### src/hw/psx_pkg.sv
// shared constants and carriers for the store, barrier and trap executor
package psx_pkg;
    // primary opcodes
    localparam logic [5:0] OP_SPECIAL = 6'h00;
    localparam logic [5:0] OP_REG_IMMEDIATE_GROUP = 6'h01;
    localparam logic [5:0] OP_SYSTEM_COPROC_GROUP = 6'h10;
    localparam logic [5:0] OP_SWR = 6'h2e;
    localparam logic [5:0] OP_LL = 6'h30;
    localparam logic [5:0] OP_SC = 6'h38;
    // special-group function codes
    localparam logic [5:0] F_SYSTEM_CALL_INSN = 6'h0c;
    localparam logic [5:0] F_SYNC = 6'h0f;
    localparam logic [5:0] F_TGE = 6'h30;
    localparam logic [5:0] F_TRAP_GE_UNSIGNED_REG = 6'h31;
    localparam logic [5:0] F_TEQ = 6'h34;
    // system coprocessor group function codes
    localparam logic [5:0] F_XPROBE = 6'h08;
    localparam logic [5:0] F_XREAD = 6'h01;
    // register-immediate group selectors
    localparam logic [4:0] RI_TRAP_GE_SIGNED_IMM = 5'h08;
    localparam logic [4:0] RI_TRAP_GE_UNSIGNED_IMM = 5'h09;
    localparam logic [4:0] RI_TRAP_EQUAL_IMM = 5'h0c;
    // register offsets
    localparam logic [7:0] REG_CTRL = 8'h00;
    localparam logic [7:0] REG_STATUS = 8'h04;
    localparam logic [7:0] REG_MASK = 8'h08;
    localparam logic [7:0] REG_STATE = 8'h0c;
    // control fields
    localparam int CTL_CORE_BE = 0;
    localparam int CTL_MEM_BE = 1;
    localparam int CTL_FLIP = 2;
    localparam int CTL_W = 3;
    localparam logic [2:0] CTRL_RST = 3'h0;
    // event fields of status and mask
    localparam int EV_SYSTEM_CALL_INSN = 0;
    localparam int EV_TRAP = 1;
    localparam int EV_BUS = 2;
    localparam int EV_ADDR = 3;
    localparam int EV_W = 4;
    localparam logic [3:0] STATUS_RST = 4'h0;
    localparam logic [3:0] MASK_RST = 4'h0;
    // state register field position
    localparam int ST_CNT_LSB = 8;
    // highest byte index in a word
    localparam logic [1:0] LANE_TOP = 2'h3;

    typedef enum logic [1:0] {
        EXC_SYS = 2'b00,
        EXC_TRAP = 2'b01,
        EXC_BUS = 2'b10,
        EXC_ADDR = 2'b11
    } exc_e;

    typedef struct packed {
        logic [31:0] word;
        logic [31:0] rs_val;
        logic [31:0] rt_val;
        logic user;
    } insn_s;

    typedef struct packed {
        logic [31:0] addr;
        logic [31:0] data;
        logic [3:0] be;
        logic [1:0] acc_type;
    } st_req_s;
endpackage

### src/hw/swr_lane_gen.sv
// byte lanes, access type and memory offset of a right-part store
`timescale 1ns/1ps
module swr_lane_gen
    import psx_pkg::*;
(
    // address and data
    input wire logic [31:0] va_i,
    input wire logic [31:0] rt_i,
    // endian settings
    input wire logic core_be_i,
    input wire logic mem_be_i,
    // formed request
    output st_req_s req_o
);
    logic [1:0] byte_idx;
    logic [2:0] off;

    always_comb
    begin
        // lane index counted from the least significant lane
        byte_idx = va_i[1:0] ^ {2{core_be_i}};
        if (mem_be_i)
        begin
            off = {va_i[2] ^ ~core_be_i, 2'b00};
        end
        else
        begin
            off = va_i[2:0] ^ {3{core_be_i}};
        end
        req_o.addr = {va_i[31:3], off};
        req_o.data = rt_i << {byte_idx, 3'b000};
        req_o.be = 4'hf << byte_idx;
        req_o.acc_type = core_be_i ? va_i[1:0] : LANE_TOP - va_i[1:0];
    end
endmodule

### src/hw/psx_exec.sv
// executor for right-part store, barrier, system call and trap instructions
`timescale 1ns/1ps
// Functional notes
// - store address is base register plus sign-extended 16-bit displacement
// - store writes one to four bytes from the register's low byte upward
// - store never raises an alignment address exception
// - access type is 3 minus low bits little-endian, low bits big-endian
// - memory offset follows memory and core endian settings
// - barrier holds later loads and stores until earlier ones complete
// - barrier may be a no-operation on strictly ordered implementations
// - load-linked and store-conditional order memory like a barrier
// - barrier runs in user mode without privilege exception
// - system call always raises a system call exception; a store fault in the same cycle takes the exception code instead
// - code field of system call and register traps is ignored
// - register-equal trap fires when both sources are equal
// - immediate-equal trap compares against the sign-extended immediate
// - register greater-or-equal trap compares signed
// - immediate greater-or-equal trap compares signed with extended immediate
// - unsigned greater-or-equal traps compare unsigned, immediate still sign-extended
// - translation probe and read opcodes need not raise exceptions
// - store can report bus error and address error from its access
module psx_exec
    import psx_pkg::*;
#(
    parameter int CNT_W = 4,
    parameter bit IN_ORDER = 1'b0
)
(
    // clock and reset
    input wire logic clk_i,
    input wire logic rst_b_i,
    // register port
    input wire logic [7:0] addr_i,
    input wire logic [31:0] wdata_i,
    input wire logic wr_i,
    input wire logic rd_i,
    output logic [31:0] rdata_o,
    // instruction from decode
    input wire logic insn_valid_i,
    input wire insn_s insn_i,
    output logic insn_ready_o,
    // other loads and stores in flight
    input wire logic lsu_busy_i,
    // store request to memory stage
    output logic st_valid_o,
    input wire logic st_ready_i,
    output st_req_s st_req_o,
    // store completion
    input wire logic st_done_i,
    input wire logic st_bus_err_i,
    input wire logic st_addr_err_i,
    // exception unit
    output logic exc_valid_o,
    output exc_e exc_code_o,
    output logic flush_o,
    // interrupt
    output logic irq_o
);
    typedef enum logic [0:0] {
        S_IDLE = 1'b0,
        S_SEND = 1'b1
    } state_e;

    logic rst_meta_q;
    logic rst_sync_b;
    state_e state_q;
    st_req_s st_q;
    st_req_s lane_req;
    logic [CNT_W-1:0] cnt_q;
    logic [CTL_W-1:0] ctrl_q;
    logic [EV_W-1:0] status_q;
    logic [EV_W-1:0] mask_q;
    logic [EV_W-1:0] ev_set;
    logic [EV_W-1:0] clr;
    logic exc_valid_q;
    exc_e exc_code_q;
    logic [31:0] rdata_q;

    logic [5:0] op;
    logic [5:0] fn;
    logic [4:0] ri_sel;
    logic [31:0] imm_sx;
    logic [31:0] va;
    logic [31:0] opb;
    logic is_swr;
    logic is_sync;
    logic is_llsc;
    logic is_sys;
    logic is_eq;
    logic is_ges;
    logic is_geu;
    logic is_trap;
    logic is_xlate;
    logic trap_cond;
    logic needs_drain;
    logic drained;
    logic take;
    logic take_swr;
    logic core_be;
    logic st_fire;
    logic mem_err;

    // reset release through two flops
    always_ff @(posedge clk_i or negedge rst_b_i)
    begin
        if (!rst_b_i)
        begin
            rst_meta_q <= 1'b0;
            rst_sync_b <= 1'b0;
        end
        else
        begin
            rst_meta_q <= 1'b1;
            rst_sync_b <= rst_meta_q;
        end
    end

    // decode; code field bits 15:6 are deliberately never read
    always_comb
    begin
        op = insn_i.word[31:26];
        fn = insn_i.word[5:0];
        ri_sel = insn_i.word[20:16];
        imm_sx = {{16{insn_i.word[15]}}, insn_i.word[15:0]};
        va = insn_i.rs_val + imm_sx;
        is_swr = op == OP_SWR;
        is_sync = (op == OP_SPECIAL) && (fn == F_SYNC);
        is_llsc = (op == OP_LL) || (op == OP_SC);
        is_sys = (op == OP_SPECIAL) && (fn == F_SYSTEM_CALL_INSN);
        is_eq = ((op == OP_SPECIAL) && (fn == F_TEQ))
            || ((op == OP_REG_IMMEDIATE_GROUP) && (ri_sel == RI_TRAP_EQUAL_IMM));
        is_ges = ((op == OP_SPECIAL) && (fn == F_TGE))
            || ((op == OP_REG_IMMEDIATE_GROUP) && (ri_sel == RI_TRAP_GE_SIGNED_IMM));
        is_geu = ((op == OP_SPECIAL) && (fn == F_TRAP_GE_UNSIGNED_REG))
            || ((op == OP_REG_IMMEDIATE_GROUP) && (ri_sel == RI_TRAP_GE_UNSIGNED_IMM));
        is_trap = is_eq || is_ges || is_geu;
        // unsupported probe and read just retire quietly
        is_xlate = (op == OP_SYSTEM_COPROC_GROUP) && insn_i.word[25]
            && ((fn == F_XPROBE) || (fn == F_XREAD));
        opb = (op == OP_REG_IMMEDIATE_GROUP) ? imm_sx : insn_i.rt_val;
        trap_cond = (is_eq && (insn_i.rs_val == opb))
            || (is_ges && ($signed(insn_i.rs_val) >= $signed(opb)))
            || (is_geu && (insn_i.rs_val >= opb));
    end

    // barrier and linked pair wait for the memory side to drain
    assign core_be = ctrl_q[CTL_CORE_BE] ^ (insn_i.user & ctrl_q[CTL_FLIP]);
    assign needs_drain = !IN_ORDER && (is_sync || is_llsc);
    assign drained = (cnt_q == '0) && !lsu_busy_i;
    // no privilege check on the barrier at all
    assign insn_ready_o = (state_q == S_IDLE)
        && (!needs_drain || drained);
    assign take = insn_valid_i && insn_ready_o;
    assign take_swr = take && is_swr;
    assign st_fire = st_valid_o && st_ready_i;
    assign mem_err = st_bus_err_i || st_addr_err_i;

    swr_lane_gen u_lanes (
        .va_i(va),
        .rt_i(insn_i.rt_val),
        .core_be_i(core_be),
        .mem_be_i(ctrl_q[CTL_MEM_BE]),
        .req_o(lane_req)
    );

    // store sequencing
    always_ff @(posedge clk_i or negedge rst_sync_b)
    begin
        if (!rst_sync_b)
        begin
            state_q <= S_IDLE;
            st_q <= '0;
        end
        else
        begin
            unique case (state_q)
                S_IDLE:
                begin
                    if (take_swr)
                    begin
                        st_q <= lane_req;
                        state_q <= S_SEND;
                    end
                end
                S_SEND:
                begin
                    if (st_ready_i)
                    begin
                        state_q <= S_IDLE;
                    end
                end
            endcase
        end
    end

    assign st_valid_o = state_q == S_SEND;
    assign st_req_o = st_q;

    // stores handed over but not yet completed
    always_ff @(posedge clk_i or negedge rst_sync_b)
    begin
        if (!rst_sync_b)
        begin
            cnt_q <= '0;
        end
        else if (st_fire && !st_done_i)
        begin
            cnt_q <= cnt_q + 1'b1;
        end
        else if (!st_fire && st_done_i && (cnt_q != '0))
        begin
            cnt_q <= cnt_q - 1'b1;
        end
    end

    // events; alignment never adds an address error here
    always_comb
    begin
        ev_set = '0;
        ev_set[EV_SYSTEM_CALL_INSN] = take && is_sys;
        ev_set[EV_TRAP] = take && trap_cond;
        ev_set[EV_BUS] = st_bus_err_i;
        ev_set[EV_ADDR] = st_addr_err_i;
        clr = (wr_i && (addr_i == REG_STATUS)) ? wdata_i[EV_W-1:0] : '0;
    end

    // exception to the unit; flush stops younger commits
    always_ff @(posedge clk_i or negedge rst_sync_b)
    begin
        if (!rst_sync_b)
        begin
            exc_valid_q <= 1'b0;
            exc_code_q <= EXC_SYS;
        end
        else
        begin
            exc_valid_q <= |ev_set;
            // older store faults outrank the instruction now retiring
            if (st_addr_err_i)
            begin
                exc_code_q <= EXC_ADDR;
            end
            else if (st_bus_err_i)
            begin
                exc_code_q <= EXC_BUS;
            end
            else if (ev_set[EV_SYSTEM_CALL_INSN])
            begin
                exc_code_q <= EXC_SYS;
            end
            else if (ev_set[EV_TRAP])
            begin
                exc_code_q <= EXC_TRAP;
            end
        end
    end

    assign exc_valid_o = exc_valid_q;
    assign exc_code_o = exc_code_q;
    assign flush_o = exc_valid_q;

    // sticky status, set beats write-one clear
    always_ff @(posedge clk_i or negedge rst_sync_b)
    begin
        if (!rst_sync_b)
        begin
            status_q <= STATUS_RST;
        end
        else
        begin
            status_q <= (status_q & ~clr) | ev_set;
        end
    end

    // control and mask writes
    always_ff @(posedge clk_i or negedge rst_sync_b)
    begin
        if (!rst_sync_b)
        begin
            ctrl_q <= CTRL_RST;
            mask_q <= MASK_RST;
        end
        else if (wr_i)
        begin
            if (addr_i == REG_CTRL)
            begin
                ctrl_q <= wdata_i[CTL_W-1:0];
            end
            if (addr_i == REG_MASK)
            begin
                mask_q <= wdata_i[EV_W-1:0];
            end
        end
    end

    // read data one cycle after the strobe; unmapped reads zero
    always_ff @(posedge clk_i or negedge rst_sync_b)
    begin
        if (!rst_sync_b)
        begin
            rdata_q <= '0;
        end
        else if (rd_i)
        begin
            rdata_q <= '0;
            unique case (addr_i)
                REG_CTRL: rdata_q[CTL_W-1:0] <= ctrl_q;
                REG_STATUS: rdata_q[EV_W-1:0] <= status_q;
                REG_MASK: rdata_q[EV_W-1:0] <= mask_q;
                REG_STATE:
                begin
                    rdata_q[0] <= insn_valid_i && needs_drain && !drained;
                    rdata_q[1] <= state_q == S_SEND;
                    rdata_q[ST_CNT_LSB +: CNT_W] <= cnt_q;
                end
                default: rdata_q <= '0;
            endcase
        end
        else
        begin
            rdata_q <= '0;
        end
    end

    assign rdata_o = rdata_q;
    assign irq_o = |(status_q & mask_q);

    // checks
    property p_swr_addr;
        @(posedge clk_i) disable iff (!rst_sync_b)
        take_swr |=> st_req_o.addr[31:3] == $past(va[31:3]) && st_valid_o;
    endproperty
    a_swr_addr: assert property (p_swr_addr) else $error("store address wrong");

    property p_swr_lanes;
        @(posedge clk_i) disable iff (!rst_sync_b)
        take_swr |=> st_req_o.be[3]
            && ($countones(st_req_o.be)
                == ($past(core_be) ? 1 + $past(va[1:0]) : 4 - $past(va[1:0])));
    endproperty
    a_swr_lanes: assert property (p_swr_lanes) else $error("store lanes wrong");

    property p_swr_type;
        @(posedge clk_i) disable iff (!rst_sync_b)
        take_swr |=> st_req_o.acc_type
            == ($past(core_be) ? $past(va[1:0]) : LANE_TOP - $past(va[1:0]));
    endproperty
    a_swr_type: assert property (p_swr_type) else $error("access type wrong");

    property p_swr_off;
        @(posedge clk_i) disable iff (!rst_sync_b)
        take_swr && !ctrl_q[CTL_MEM_BE] |=> st_req_o.addr[2:0]
            == ($past(core_be) ? 3'd7 - $past(va[2:0]) : $past(va[2:0]));
    endproperty
    a_swr_off: assert property (p_swr_off) else $error("memory offset wrong");

    property p_no_align;
        @(posedge clk_i) disable iff (!rst_sync_b)
        take_swr && !mem_err |=> !exc_valid_o;
    endproperty
    a_no_align: assert property (p_no_align) else $error("alignment fault raised");

    property p_hold;
        @(posedge clk_i) disable iff (!rst_sync_b)
        insn_valid_i && is_sync && !IN_ORDER && (cnt_q != '0) |-> !insn_ready_o;
    endproperty
    a_hold: assert property (p_hold) else $error("barrier passed early");

    property p_system_call_insn;
        @(posedge clk_i) disable iff (!rst_sync_b)
        take && is_sys |=> exc_valid_o && status_q[EV_SYSTEM_CALL_INSN];
    endproperty
    a_system_call_insn: assert property (p_system_call_insn) else $error("system call lost");

    property p_trap_true;
        @(posedge clk_i) disable iff (!rst_sync_b)
        take && is_trap && trap_cond && !mem_err |=> flush_o && exc_code_o == EXC_TRAP;
    endproperty
    a_trap_true: assert property (p_trap_true) else $error("trap not raised");

    property p_trap_false;
        @(posedge clk_i) disable iff (!rst_sync_b)
        take && (is_trap || is_sync) && !trap_cond && !mem_err |=> !exc_valid_o;
    endproperty
    a_trap_false: assert property (p_trap_false) else $error("spurious exception");

    property p_xlate_quiet;
        @(posedge clk_i) disable iff (!rst_sync_b)
        take && is_xlate && !mem_err |=> !exc_valid_o;
    endproperty
    a_xlate_quiet: assert property (p_xlate_quiet) else $error("xlate op trapped");

    property p_store_err;
        @(posedge clk_i) disable iff (!rst_sync_b)
        st_bus_err_i |=> exc_valid_o && status_q[EV_BUS];
    endproperty
    a_store_err: assert property (p_store_err) else $error("bus error lost");
endmodule

### config.mk
export PLATFORM = sky130hd
export DESIGN_NAME = psx_exec
export DESIGN_NICKNAME = d
export VERILOG_FILES = /design/src/hw/psx_pkg.sv /design/src/hw/swr_lane_gen.sv /design/src/hw/psx_exec.sv
export SDC_FILE = /design/constraint.sdc
export NUM_CORES = 1
export LEC_CHECK = 0
export ABC_AREA = 1
export BUFFER_PORTS_ARGS = -buffer_cell sky130_fd_sc_hd__buf_2
export CAP_MARGIN = 20
export CORE_MARGIN = 1
export CORE_UTILIZATION = 47
export CTS_CLUSTER_SIZE = 40
export DETAILED_ROUTE_END_ITERATION = 12
export GPL_ROUTABILITY_DRIVEN = 0
export GPL_TIMING_DRIVEN = 0
export PLACE_DENSITY = 0.83
export SETUP_SLACK_MARGIN = 0.02
export SLEW_MARGIN = 20
export SYNTH_ARGS = -nofsm -noshare
export SYNTH_HDL_FRONTEND = slang
export SYNTH_SLANG_ARGS = --single-unit
export TNS_END_PERCENT = 100
### constraint.sdc
create_clock -name clk_i -period 3.1 [get_ports clk_i]
set_input_delay 0.31 -clock clk_i [delete_from_list [all_inputs] [get_ports clk_i]]
set_output_delay 0.31 -clock clk_i [all_outputs]
set_load 0.03 [all_outputs]
# Word-level counts from Yosys, hierarchy flattened

Index checks and enable logic that the tools add are counted.

$lt $le $gt $ge: 2
Add/sub/neg operators: 4
Shift operators: 2
Multiplexer cells: 18
Equal/unequal tests: 16
Bitwise logic cells: 11
Reduce and logical (&&, ||, !) cells: 48

Operators by type and width:

| kind                 | count |
|---|---|
| $ge A32 B32 Y1       | 2 |
| $eq A6 B6 Y1 const B | 6 |
| $add A32 B32 Y32     | 1 |
| $eq A32 B32 Y1       | 1 |
| $mux W32             | 1 |
| $shl A32 B5 Y32      | 1 |
| $logic_and A1 B1 Y1  | 24 |
| $eq A8 B4 Y1 const B | 2 |
| $mux W4              | 4 |
| $eq A5 B4 Y1 const B | 3 |
| $eq A6 B4 Y1 const B | 2 |
| $mux W12             | 1 |
| $mux W2              | 5 |
| $and A4 B4 Y4        | 2 |
| $eq A8 B3 Y1 const B | 1 |
| $logic_not A8 Y1     | 1 |
| $logic_or A1 B1 Y1   | 8 |
| $pmux W2 S4          | 1 |
| $reduce_bool A4 Y1   | 2 |
| $reduce_or A4 Y1     | 2 |
| $eq A6 B1 Y1 const B | 1 |
| $logic_not A6 Y1     | 1 |
| $reduce_and A2 Y1    | 3 |
| $logic_not A1 Y1     | 5 |
| 17 further kinds     | 21 |

Bits in registers: 123
Output and inout port bits: 109
Word-level logic and storage cells: 115
Input port bits: 147

# Logic depth before layout (Yosys ltp)

Gate-level depths: netlist of run 1.

Word-level depth: 12
Gate-level depth with buffers: 26

# Modules after synthesis

A second synthesis of run 1 with hierarchy kept.

Cells, all modules: 1185
Area, all modules: 8368.0 sq um

By module, submodules not included:

| module       | area an instance (sq um) | cells an instance | instances |
|---|---|---|---|
| psx_exec     | 7307.0                   | 973               | 1 |
| swr_lane_gen | 1061.0                   | 212               | 1 |

# Worst setup path after synthesis of run 1

Ideal clock, no wire load.

Path type: in2reg
From: input insn_i[96] (netlist bit)
To: register exc_code_q[0] (netlist: exc_code_o[0])
Library setup time: 0.117 ns
Path slack: 0.365 ns
Required time: 2.983 ns
Cell stages on the path: 21
Arrival: 2.618 ns
Cells stage by stage: nor2_1 -> nand3_2 -> or2_2 -> clkbuf_1 -> clkbuf_1 -> o21ai_0 -> ha_1 -> nand2_1 -> a21oi_1 -> nor3_1 -> nand2_1 -> a21oi_1 -> nand2_1 -> nand2_1 -> nand3_1 -> nand2_1 -> nand2_1 -> nand2_1 -> nand2_1 -> nand2_1 -> nand2_1

Longest elaborated chain between the ends: 11
Elaborated cells between the ends (all ways): 36
Classes of those cells: 2 x order compare; 4 x eq/ne; 4 x mux; 26 x reduce/logical

Ends and longest elaborated chain:

| what                                                    | line            | source |
|---|---|---|
| start, declared                                         | psx_exec.sv:40  | `input wire insn_s insn_i,` |
| branches (longest 11 deep; another with $ge A32 B32 Y1) | -               |  |
| end signal, assigned                                    | psx_exec.sv:241 | `exc_code_q <= EXC_ADDR;` |
| end signal, assigned                                    | psx_exec.sv:245 | `exc_code_q <= EXC_BUS;` |
| end signal, assigned                                    | psx_exec.sv:249 | `exc_code_q <= EXC_SYS;` |
| end, declared                                           | psx_exec.sv:76  | `exc_e exc_code_q;` |

Several ways; the timed one is not identified.
A chain may end at the register's enable or synchronous reset.

# Final worst setup path of run 1

From: input insn_i[91] (netlist bit)
To: register exc_code_q[0] (netlist: exc_code_o[0])

The elaborated chain is that of the path after synthesis.

==> results of run 1 <==
## cell type report
type                    instances  area, µm²
diodes                          2      5.005
plain buffers                  51      401.6
clock buffers                   9      225.2
clock inverters                 7      76.32
fillers                      1420       6087
inverters                      85      319.1
multi-input cells             823       4492
flip-flops and latches         98       2456
well taps                     211      264.0
repair buffers                207       1101
## placed cells by master, fill, tap and decap left out, types with 3 or more instances in the layout
master	n
a21boi_0	3
a21o_1	9
a21oi_1	55
buf_2	203
buf_4	34
buf_6	13
clkbuf_1	3
clkbuf_16	9
conb_1	25
dfrtp_1	97
ha_1	65
inv_1	82
inv_2	3
mux2i_1	7
nand2_1	308
nand2_4	3
nand3_1	46
nand3_2	3
nand3b_1	4
nand4_1	9
nor2_1	72
nor3_1	11
nor4_1	6
o21ai_0	93
o21ai_1	34
o21bai_1	5
o22ai_1	7
o31ai_1	3
xnor2_1	12
xor2_1	12
## path summary, 6_finish.rpt
kind / start / slack, ns / to / cells after the start
setup / recovery: insn_i[91] / 0.22 / exc_code_o[0] / 23
hold / removal: st_ready_i / 0.15 / st_valid_o / 2
setup reg to reg: ctrl_q[2] / 1.22 / st_req_o[31] / 12
hold reg to reg: rst_sync_b / 0.34 / exc_valid_o / 1
max in group asynchronous: rst_sync_b / 2.53 / st_req_o[65] / 1
min in group asynchronous: rst_b_i / 0.26 / rst_meta_q / 2
## sequential cells by signal (all words and copies together), names as in the netlist
name,flops
st_req_o,69
rdata_o,8
cnt_q,4
mask_q,4
status_q,4
ctrl_q,3
exc_code_o,2
exc_valid_o,1
rst_meta_q,1
rst_sync_b,1
st_valid_o,1
## synthesized netlist by cell type (2+ instances only)
cell        n
nand2_1   308
dfrtp_1    98
o21ai_0    94
inv_1      82
nor2_1     74
ha_1       65
a21oi_1    55
nand3_1    46
o21ai_1    33
buf_4      28
buf_6      13
xnor2_1    12
xor2_1     12
nor3_1     11
a21o_1      9
nand4_1     9
mux2i_1     7
o22ai_1     7
nor4_1      6
buf_2       5
o21bai_1    5
clkbuf_1    4
nand3_2     4
nand3b_1    4
a21boi_0    3
inv_2       3
nand2_4     3
o31ai_1     3
a211oi_1    2
a21oi_2     2
a221oi_1    2
a31oi_1     2
conb_1      2
fa_1        2
nand2_2     2
o21a_1      2
o32ai_1     2
or2_2       2
## power by group
part | leakage (nW) | total [mW] | internal [mW] | switching [mW]
Sequential | 1.30 | 1.54 | 1.44 | 0.0984
Combinational | 3.70 | 1.61 | 0.546 | 1.06
Clock | 0.142 | 1.14 | 0.631 | 0.511
## logic make-up (layout without fill, tap and decap cells)
| group | after synthesis | count (layout) | synth area share, % |
|---|---|---|---|
| simple gates | 475 | 475 | 26.35 |
| compound gates | 224 | 224 | 16.24 |
| xor+xnor | 25 | 25 | 3.145 |
| flops | 98 | 98 | 32.44 |
| buf+inv | 136 | 359 | 9.517 |
| other cells | 2 | 27 | 0.09934 |
| fa+ha+maj | 67 | 67 | 11.29 |
| mux | 7 | 7 | 0.9269 |
## timing repair
item	CTS	global route
endpoints found under the setup margin	0	4
buffers inserted	0	6
hold endpoints to repair	2	0
resized for setup	0	7
hold buffers	1	0
## critical path: stages
cell and delay, ns:
buf_2 0.09, inv_1 0.04, nor2_1 0.17, nand3_4 0.17, or2_2 0.30, clkbuf_1 0.16
clkbuf_2 0.19, o21ai_0 0.17, ha_1 0.32, a21oi_1 0.17, o21ai_0 0.09, nand2_1 0.08
nand2_1 0.05, a21oi_1 0.16, nand2_1 0.07, nand2_1 0.05, nand3_1 0.07, nand2_1 0.06
nand2_1 0.06, nand2_1 0.14, nand2_1 0.10, nand2_1 0.07, nand2_1 0.04
## layer usage
layer	part of all wire, %	wire length (µm)	up-vias
met3	11	2651	76
met4	4.0	952	4
met2	45	10790	485
met5	0.10	24	-
li1	-	-	3892
met1	40	9497	3679
==> metrics, run 1 <==
Worst Path Arrival 3.13 ns; met1 usage 35.15%; gr usage total between 20 and 30%; Synth area leader dfrtp_1; DRC 0; Yosys warning total 0; DP Cell Count ~1.5k; Initial Util 49.00%; grt met3 use 7.110%; smallest hold slack 0.1522 ns; Setup TNS 0 ns; #FFs+latches synth 98; Post-Syn Instances 1034; slew at the pin with the worst max-slew slack 0.8293 ns; Final Net Count between 1k and 1.5k; P per Cell Area between 400 and 500 mW/mm²; H-tree depth 3; Hold Violations, Final 0; Worst VDD drop between 0.2 and 0.3 mV; initial antenna violation count 4; crit path kind input pin to flip-flop; Clock Sinks 98; drt initial violations 663; status complete, no violations; dpl ws -0.3479 ns; die width 128.8 µm; I/O pins between 200 and 300; non-filler cells, final ~1.5k; # setup viols final 0; Final Instance Area 0.009340 mm²; GRT met2 Usage 47.98%; unique cell type count in the Yosys netlist 49; sequential fraction of the synthesis area roughly a third; post-synthesis average cell area 7.311 µm²; RSZ-0062 raised after global routing no; grt total ovfl 0; # port buffers 198; first drt pass iteration count 6; CTS root buf clkbuf_16; normalized max-slew margin 44.20%; Async SR Flop Fraction 100.0%; P_leak 5.143 nW; crit path max fanout 10; Critical Path End Type flip-flop; dpl cell area 0.008960 mm²; Die H 128.8 µm; Rows between 40 and 50; Worst Slack Setup Final 0.2177 ns; later-pin clock latency in the skew report 0.35 ns; first-pass GRT wire length between 30000 and 40000 µm; Core Box Area 0.01543 mm²; gr busiest metal met2; Tcrit/Tclk final between 90% and 100%; clock skew after layout 0.007474 ns; hold crit path type input pin to flip-flop; P&R area growth vs syn 23.55%; number of flops mapped to enable cells by yosys 0; die area 0.01660 mm²; Fmax about 350 MHz; Synth Flop Type dfrtp_1; Final min period 2.882 ns; Clock transition at path regs around 0.070 ns; max-slew violations 0; Num CTS Buffers 9; Vias 8136; Avg WL per Cell 16.02 µm; utilization after layout between 60% and 70%; Worst EP required roughly 3.4 ns; Cell Area, Synth 0.007560 mm²; Max-Cap Viols 0; critical path launch point type input pin; vias in the first global route 7383; number of vias per cell 5.449; post-DP HPWL 19800 µm; antenna viol nets, final 0; largest net degree at the start of global routing 50; WL final 23920 µm; proportion of layout cells with a drive suffix above 1 a little under a quarter; share of the synthesized area in the top cell type 32.44%; CTS tree yes; synth top area cells dfrtp_1 (32%), nand2_1 (15%), ha_1 (11%), o21ai_0 (6.2%), inv_1 (4.1%); total power 4.296 mW; Bufs on Longest Clock Path 2
(Power assumes the default switching activity.)
==> run 2: changes to the inputs <==
- BUFFER_PORTS_ARGS: -buffer_cell sky130_fd_sc_hd__buf_2 -> -buffer_cell sky130_fd_sc_hd__buf_4
==> run 2 against run 1 <==
Net effect:
- first-iteration DRC count up 7.8%
- sequential share of layout area fell by 1.2 points
- global-route usage rose by 1.3 points
- critical path depth decreased by 2
- setup slack gained 0.041 ns
- register-to-register slack worse by 0.02 ns
- non-clock buffer count fell by 2
- core utilization increased by 2.8 points
==> metrics, run 2 (synthesis results as in run 1) <==
most frequent cells in the layout nand2_1 (308), buf_4 (231), dfrtp_1 (97), o21ai_0 (94), inv_1 (82); Fmax about 350 MHz; gr usage total 30.25%; largest net degree at the start of global routing 50; utilization after layout 63.37%; clock skew after layout 0.004915 ns; first-pass GRT wire length approximately 38000 µm; Initial Util 49.00%; die width 128.8 µm; dpl ws -0.3446 ns; initial antenna violation count 0; grt total ovfl 0; FF-to-FF path depth 9; Worst Path Arrival 3.09 ns; first drt pass iteration count 9; Critical Path End Type flip-flop; smallest hold slack approximately 0.15 ns; max reg flops between 60 and 70; R2R Path End cnt_q[3]; dpl cell area about 0.0094 mm²; CTS root buf clkbuf_16; # port buffers 198; post-DP HPWL ~20000 µm; DP Cell Count between 1k and 1.5k; P_leak between 5 and 6 nW; Reg2Reg Setup Slack 1.20 ns; Hold Violations, Final 0; later-pin clock latency in the skew report 0.36 ns; antenna viol nets, final 0; normalized max-slew margin about half; WL final approximately 25000 µm; Tcrit/Tclk final 91.65%; Avg WL per Cell roughly 17 µm; proportion of layout cells with a drive suffix above 1 22.85%; vias in the first global route around 7.6k; total power 4.393 mW; commonest non-fill, non-tap cell in the layout nand2_1; # fillers 1385; Worst Slack Setup Final between 0.2 and 0.3 ns; die area 0.01660 mm²; worst r2r src st_valid_o; Final Instance Area 0.009777 mm²; Worst VDD drop 0.2825 mV; drt initial violations 715; slew at the pin with the worst max-slew slack between 0.7 and 0.8 ns; Rows 45; Final min period ~2.8 ns; Antenna Cells 0; Clock transition at path regs 0.07 ns; RSZ-0062 raised after global routing no; non-filler cells, final 1489; CTS tree yes; Final Net Count 1487; Vias 8078; Worst EP required 3.35 ns; status complete, no violations; Core Box Area about 0.015 mm²; I/O pins about 260; Clock Sinks 98; crit path max fanout 10; DRC 0; max-slew violations 0; number of vias per cell ~5.4; Setup TNS 0 ns; Num CTS Buffers 9; crit path kind input pin to flip-flop; # setup viols final 0; Bufs on Longest Clock Path 2; H-tree depth 3; CP endpoint exc_code_o[0]; Die H 128.8 µm; Critical path origin insn_i[92]; hold crit path type input pin to flip-flop; critical path launch point type input pin; Max-Cap Viols 0; P&R area growth vs syn 29.33%; P per Cell Area roughly 450 mW/mm²
-- run 2: area by class of cell --
cell class	count	area, µm²	area share, %
sequential	98	2456	25.12
buffer	51	402.9	4.121
multi-input combinational	823	4487	45.89
tap	211	264.0	2.700
inverter	85	319.1	3.263
clock inverter	7	61.31	0.6271
timing repair buffer	205	1562	15.97
clock buffer	9	225.2	2.304
-- run 2: worst min-delay path by stage --
stage	startpoint	end	cells past startpoint
2_1_floorplan	rst_b_i	rst_meta_q	0
3_3_place_gp	rst_b_i	rst_meta_q	1
3_5_place_dp	rst_b_i	rst_meta_q	1
4_1_cts	st_ready_i	st_valid_o	2
5_1_grt	st_ready_i	st_valid_o	2
6_report	st_ready_i	st_valid_o	2
-- run 2: timing repair --
action | 4_1_cts | 5_1_grt
hold buffers | 1 | 0
resized for setup | 0 | 7
setup endpoints to repair | 0 | 4
hold endpoints to repair | 2 | 0
buffers inserted | 0 | 5
-- run 2: metal layers --
metal	GRT usage [%]	wire length, µm	part of all wire (%)	vias to the layer above
met5	0	0	0	-
met4	12.94	985	4.0	0
met3	9.854	2876	12	79
met2	49.73	11360	46	481
met1	36.32	9591	39	3639
li1	-	-	-	3879
-- run 2: where the power goes --
part	switching (mW)	internal [mW]	total, mW	leakage, nW
Combinational	1.06	0.661	1.72	3.80
Sequential	0.121	1.44	1.57	1.30
Clock	0.545	0.559	1.10	0.135
Total	1.73	2.66	4.39	5.23
-- run 2: critical path, cell delays in order --
cell      delay, ns
buf_4          0.12
nor2_1         0.18
nand3_4        0.17
or2_2          0.31
clkbuf_1       0.17
clkbuf_2       0.20
o21ai_0        0.13
ha_1           0.29
a21oi_1        0.16
o21a_1         0.14
nand2_1        0.09
a21oi_1        0.18
nand2_1        0.07
nand2_1        0.05
nand3_1        0.07
nand2_1        0.06
nand2_1        0.06
nand2_1        0.13
nand2_1        0.09
nand2_1        0.06
nand2_1        0.05
==> run 3: changes to the inputs <==
- BUFFER_PORTS_ARGS: -buffer_cell sky130_fd_sc_hd__buf_4 -> unset
- CORE_UTILIZATION: 47 -> 58
- DONT_BUFFER_PORTS: unset -> 1
- PLACE_DENSITY: 0.83 -> 0.81
==> run 3 against run 2 <==
Net effect:
- clock skew grew 0.0048 ns
- hold slack lost 0.11 ns
- sequential share of layout area grew 4.7 points
- die area shrank 19%
- highest routed layer unchanged
==> metrics, run 3 (synthesis results as in run 1) <==
status complete, no violations; Worst VDD drop 0.2974 mV; FF-to-FF path depth 9; Final Net Count 1289; antenna viol nets, final 0; die width 116.2 µm; Bufs on Longest Clock Path 2; CP endpoint exc_code_o[0]; number of vias per cell 5.739; gr usage total 32.77%; R2R Path End cnt_q[3]; Tcrit/Tclk final between 90 and 100%; Clock transition at path regs 0.07 ns; CTS tree yes; # port buffers 0; vias in the first global route 6692; hold crit path type input pin to flip-flop; dpl cell area 0.007893 mm²; max reg flops a little under 70; # setup viols final 0; I/O pins 256; crit path kind input pin to flip-flop; Fmax 352.7 MHz; worst r2r src st_valid_o; Clock Sinks 98; Critical Path End Type flip-flop; slowest CP cell or2_2; DP Cell Count 1230; drt initial violations 780; critical-path cell list inv_1 > nor2_1 > nand3_4 > or2_2 > clkbuf_1 > clkbuf_2 > o21ai_0 > ha_1 > a21oi_1 > o21a_1 > nand2_1 > a21oi_1 > nand2_1 > nand2_1 > nand3_1 > nand2_1 > nand2_1 > nand2_1 > nand2_1 > nand2_1 > nand2_1; initial antenna violation count 0; # fillers 1125; Avg WL per Cell about 17 µm; Die H between 100 and 150 µm; utilization after layout around two thirds; Num CTS Buffers 9; Hold Violations, Final 0; Core Box Area 0.01267 mm²; total power 3.973 mW; Worst Path Arrival 3.09 ns; most frequent cells in the layout nand2_1 (308), dfrtp_1 (97), o21ai_0 (94), inv_1 (82), nor2_1 (72); crit path max fanout 10; first drt pass iteration count 6; post-DP HPWL 17670 µm; Critical path origin insn_i[91]; Largest stage delay, worst path just over 0.3 ns; max-slew violations 0; H-tree depth 3; Rows approximately 40; normalized max-slew margin 45.27%; die area 0.01349 mm²; later-pin clock latency in the skew report 0.36 ns; Final Instance Area just over 0.008 mm²; most frequent CP cell nand2_1; Initial Util around 60%; Final min period 2.835 ns; clock skew after layout between 0.009 and 0.01 ns; P&R area growth vs syn 8.904%; RSZ-0062 raised after global routing no; WL final 21720 µm; first-pass GRT wire length 33380 µm; Antenna Cells 0; proportion of layout cells with a drive suffix above 1 8.611%; critical path launch point type input pin; Reg2Reg Setup Slack 1.10 ns; smallest hold slack 0.04013 ns; slew at the pin with the worst max-slew slack 0.8135 ns; non-filler cells, final 1252; Vias 7185; P per Cell Area 482.5 mW/mm²; DRC 0; Max-Cap Viols 0; CTS root buf clkbuf_16; largest net degree at the start of global routing 51; grt total ovfl 0; Worst EP required 3.35 ns; commonest non-fill, non-tap cell in the layout nand2_1; P_leak between 4 and 5 nW
run 3: cell types whose count changed in the layout (fill, tap and decap cells not counted):
cell / delta
buf_1: +1
buf_4: -198
clkbuf_2: -1
inv_6: -1
clkinv_2: +2
clkinv_4: -1
run 3: worst min path at each step:
stage / from / end / slack, ns / cells past startpoint
after floorplan: rst_b_i / rst_meta_q / 0.01 / 0
after global placement: rst_b_i / rst_meta_q / 0.01 / 0
after detailed placement: rst_b_i / rst_meta_q / 0.01 / 0
after CTS: st_ready_i / st_valid_o / 0.04 / 1
after global routing: st_ready_i / st_valid_o / 0.03 / 1
final: st_ready_i / st_valid_o / 0.04 / 1
run 3: final cells by class:
cell class	count	area, µm²	share of cell area (%)
clock inverters	7	53.80	0.6535
clock buffers	9	225.2	2.736
multi-input cells	823	4487	54.50
inverters	85	319.1	3.875
plain buffers	51	401.6	4.878
well taps	172	215.2	2.614
repair buffers	7	75.07	0.9119
flip-flops and latches	98	2456	29.83
run 3: critical path, delay by kind of cell:
kind            cells  cell delay, ns
buf+inv             3            0.38
fa+ha+maj           1            0.29
compound gates      4            0.64
simple gates       13            1.46
run 3: metrics by stage:
stage	setup WS (ns)	setup TNS [ns]
finish	0.2650	0
global route	0.01796	0
CTS	0.08610	0
detailed placement	-0.2972	-0.8984
global placement	-0.8437	-80.37
floorplan	0.1680	0
run 3: power breakdown:
part | switching [mW] | internal [mW] | total [mW]
Clock | 0.533 | 0.552 | 1.08
Sequential | 0.414 | 1.44 | 1.85
Combinational | 0.635 | 0.399 | 1.03
run 3: repair_timing:
item,CTS,global route
buffers inserted,0,5
endpoints found under the hold margin,2,0
hold buffers,1,0
gates resized for setup,0,6
setup endpoints to repair,0,4
run 3: metal layers:
metal	track usage (%)	vias to the layer above	share of wire [%]
met2	54.13	405	45
met1	38.83	3219	38
li1	-	3477	-
met4	16.50	0	4.6
met3	9.808	84	12
met5	0	-	0
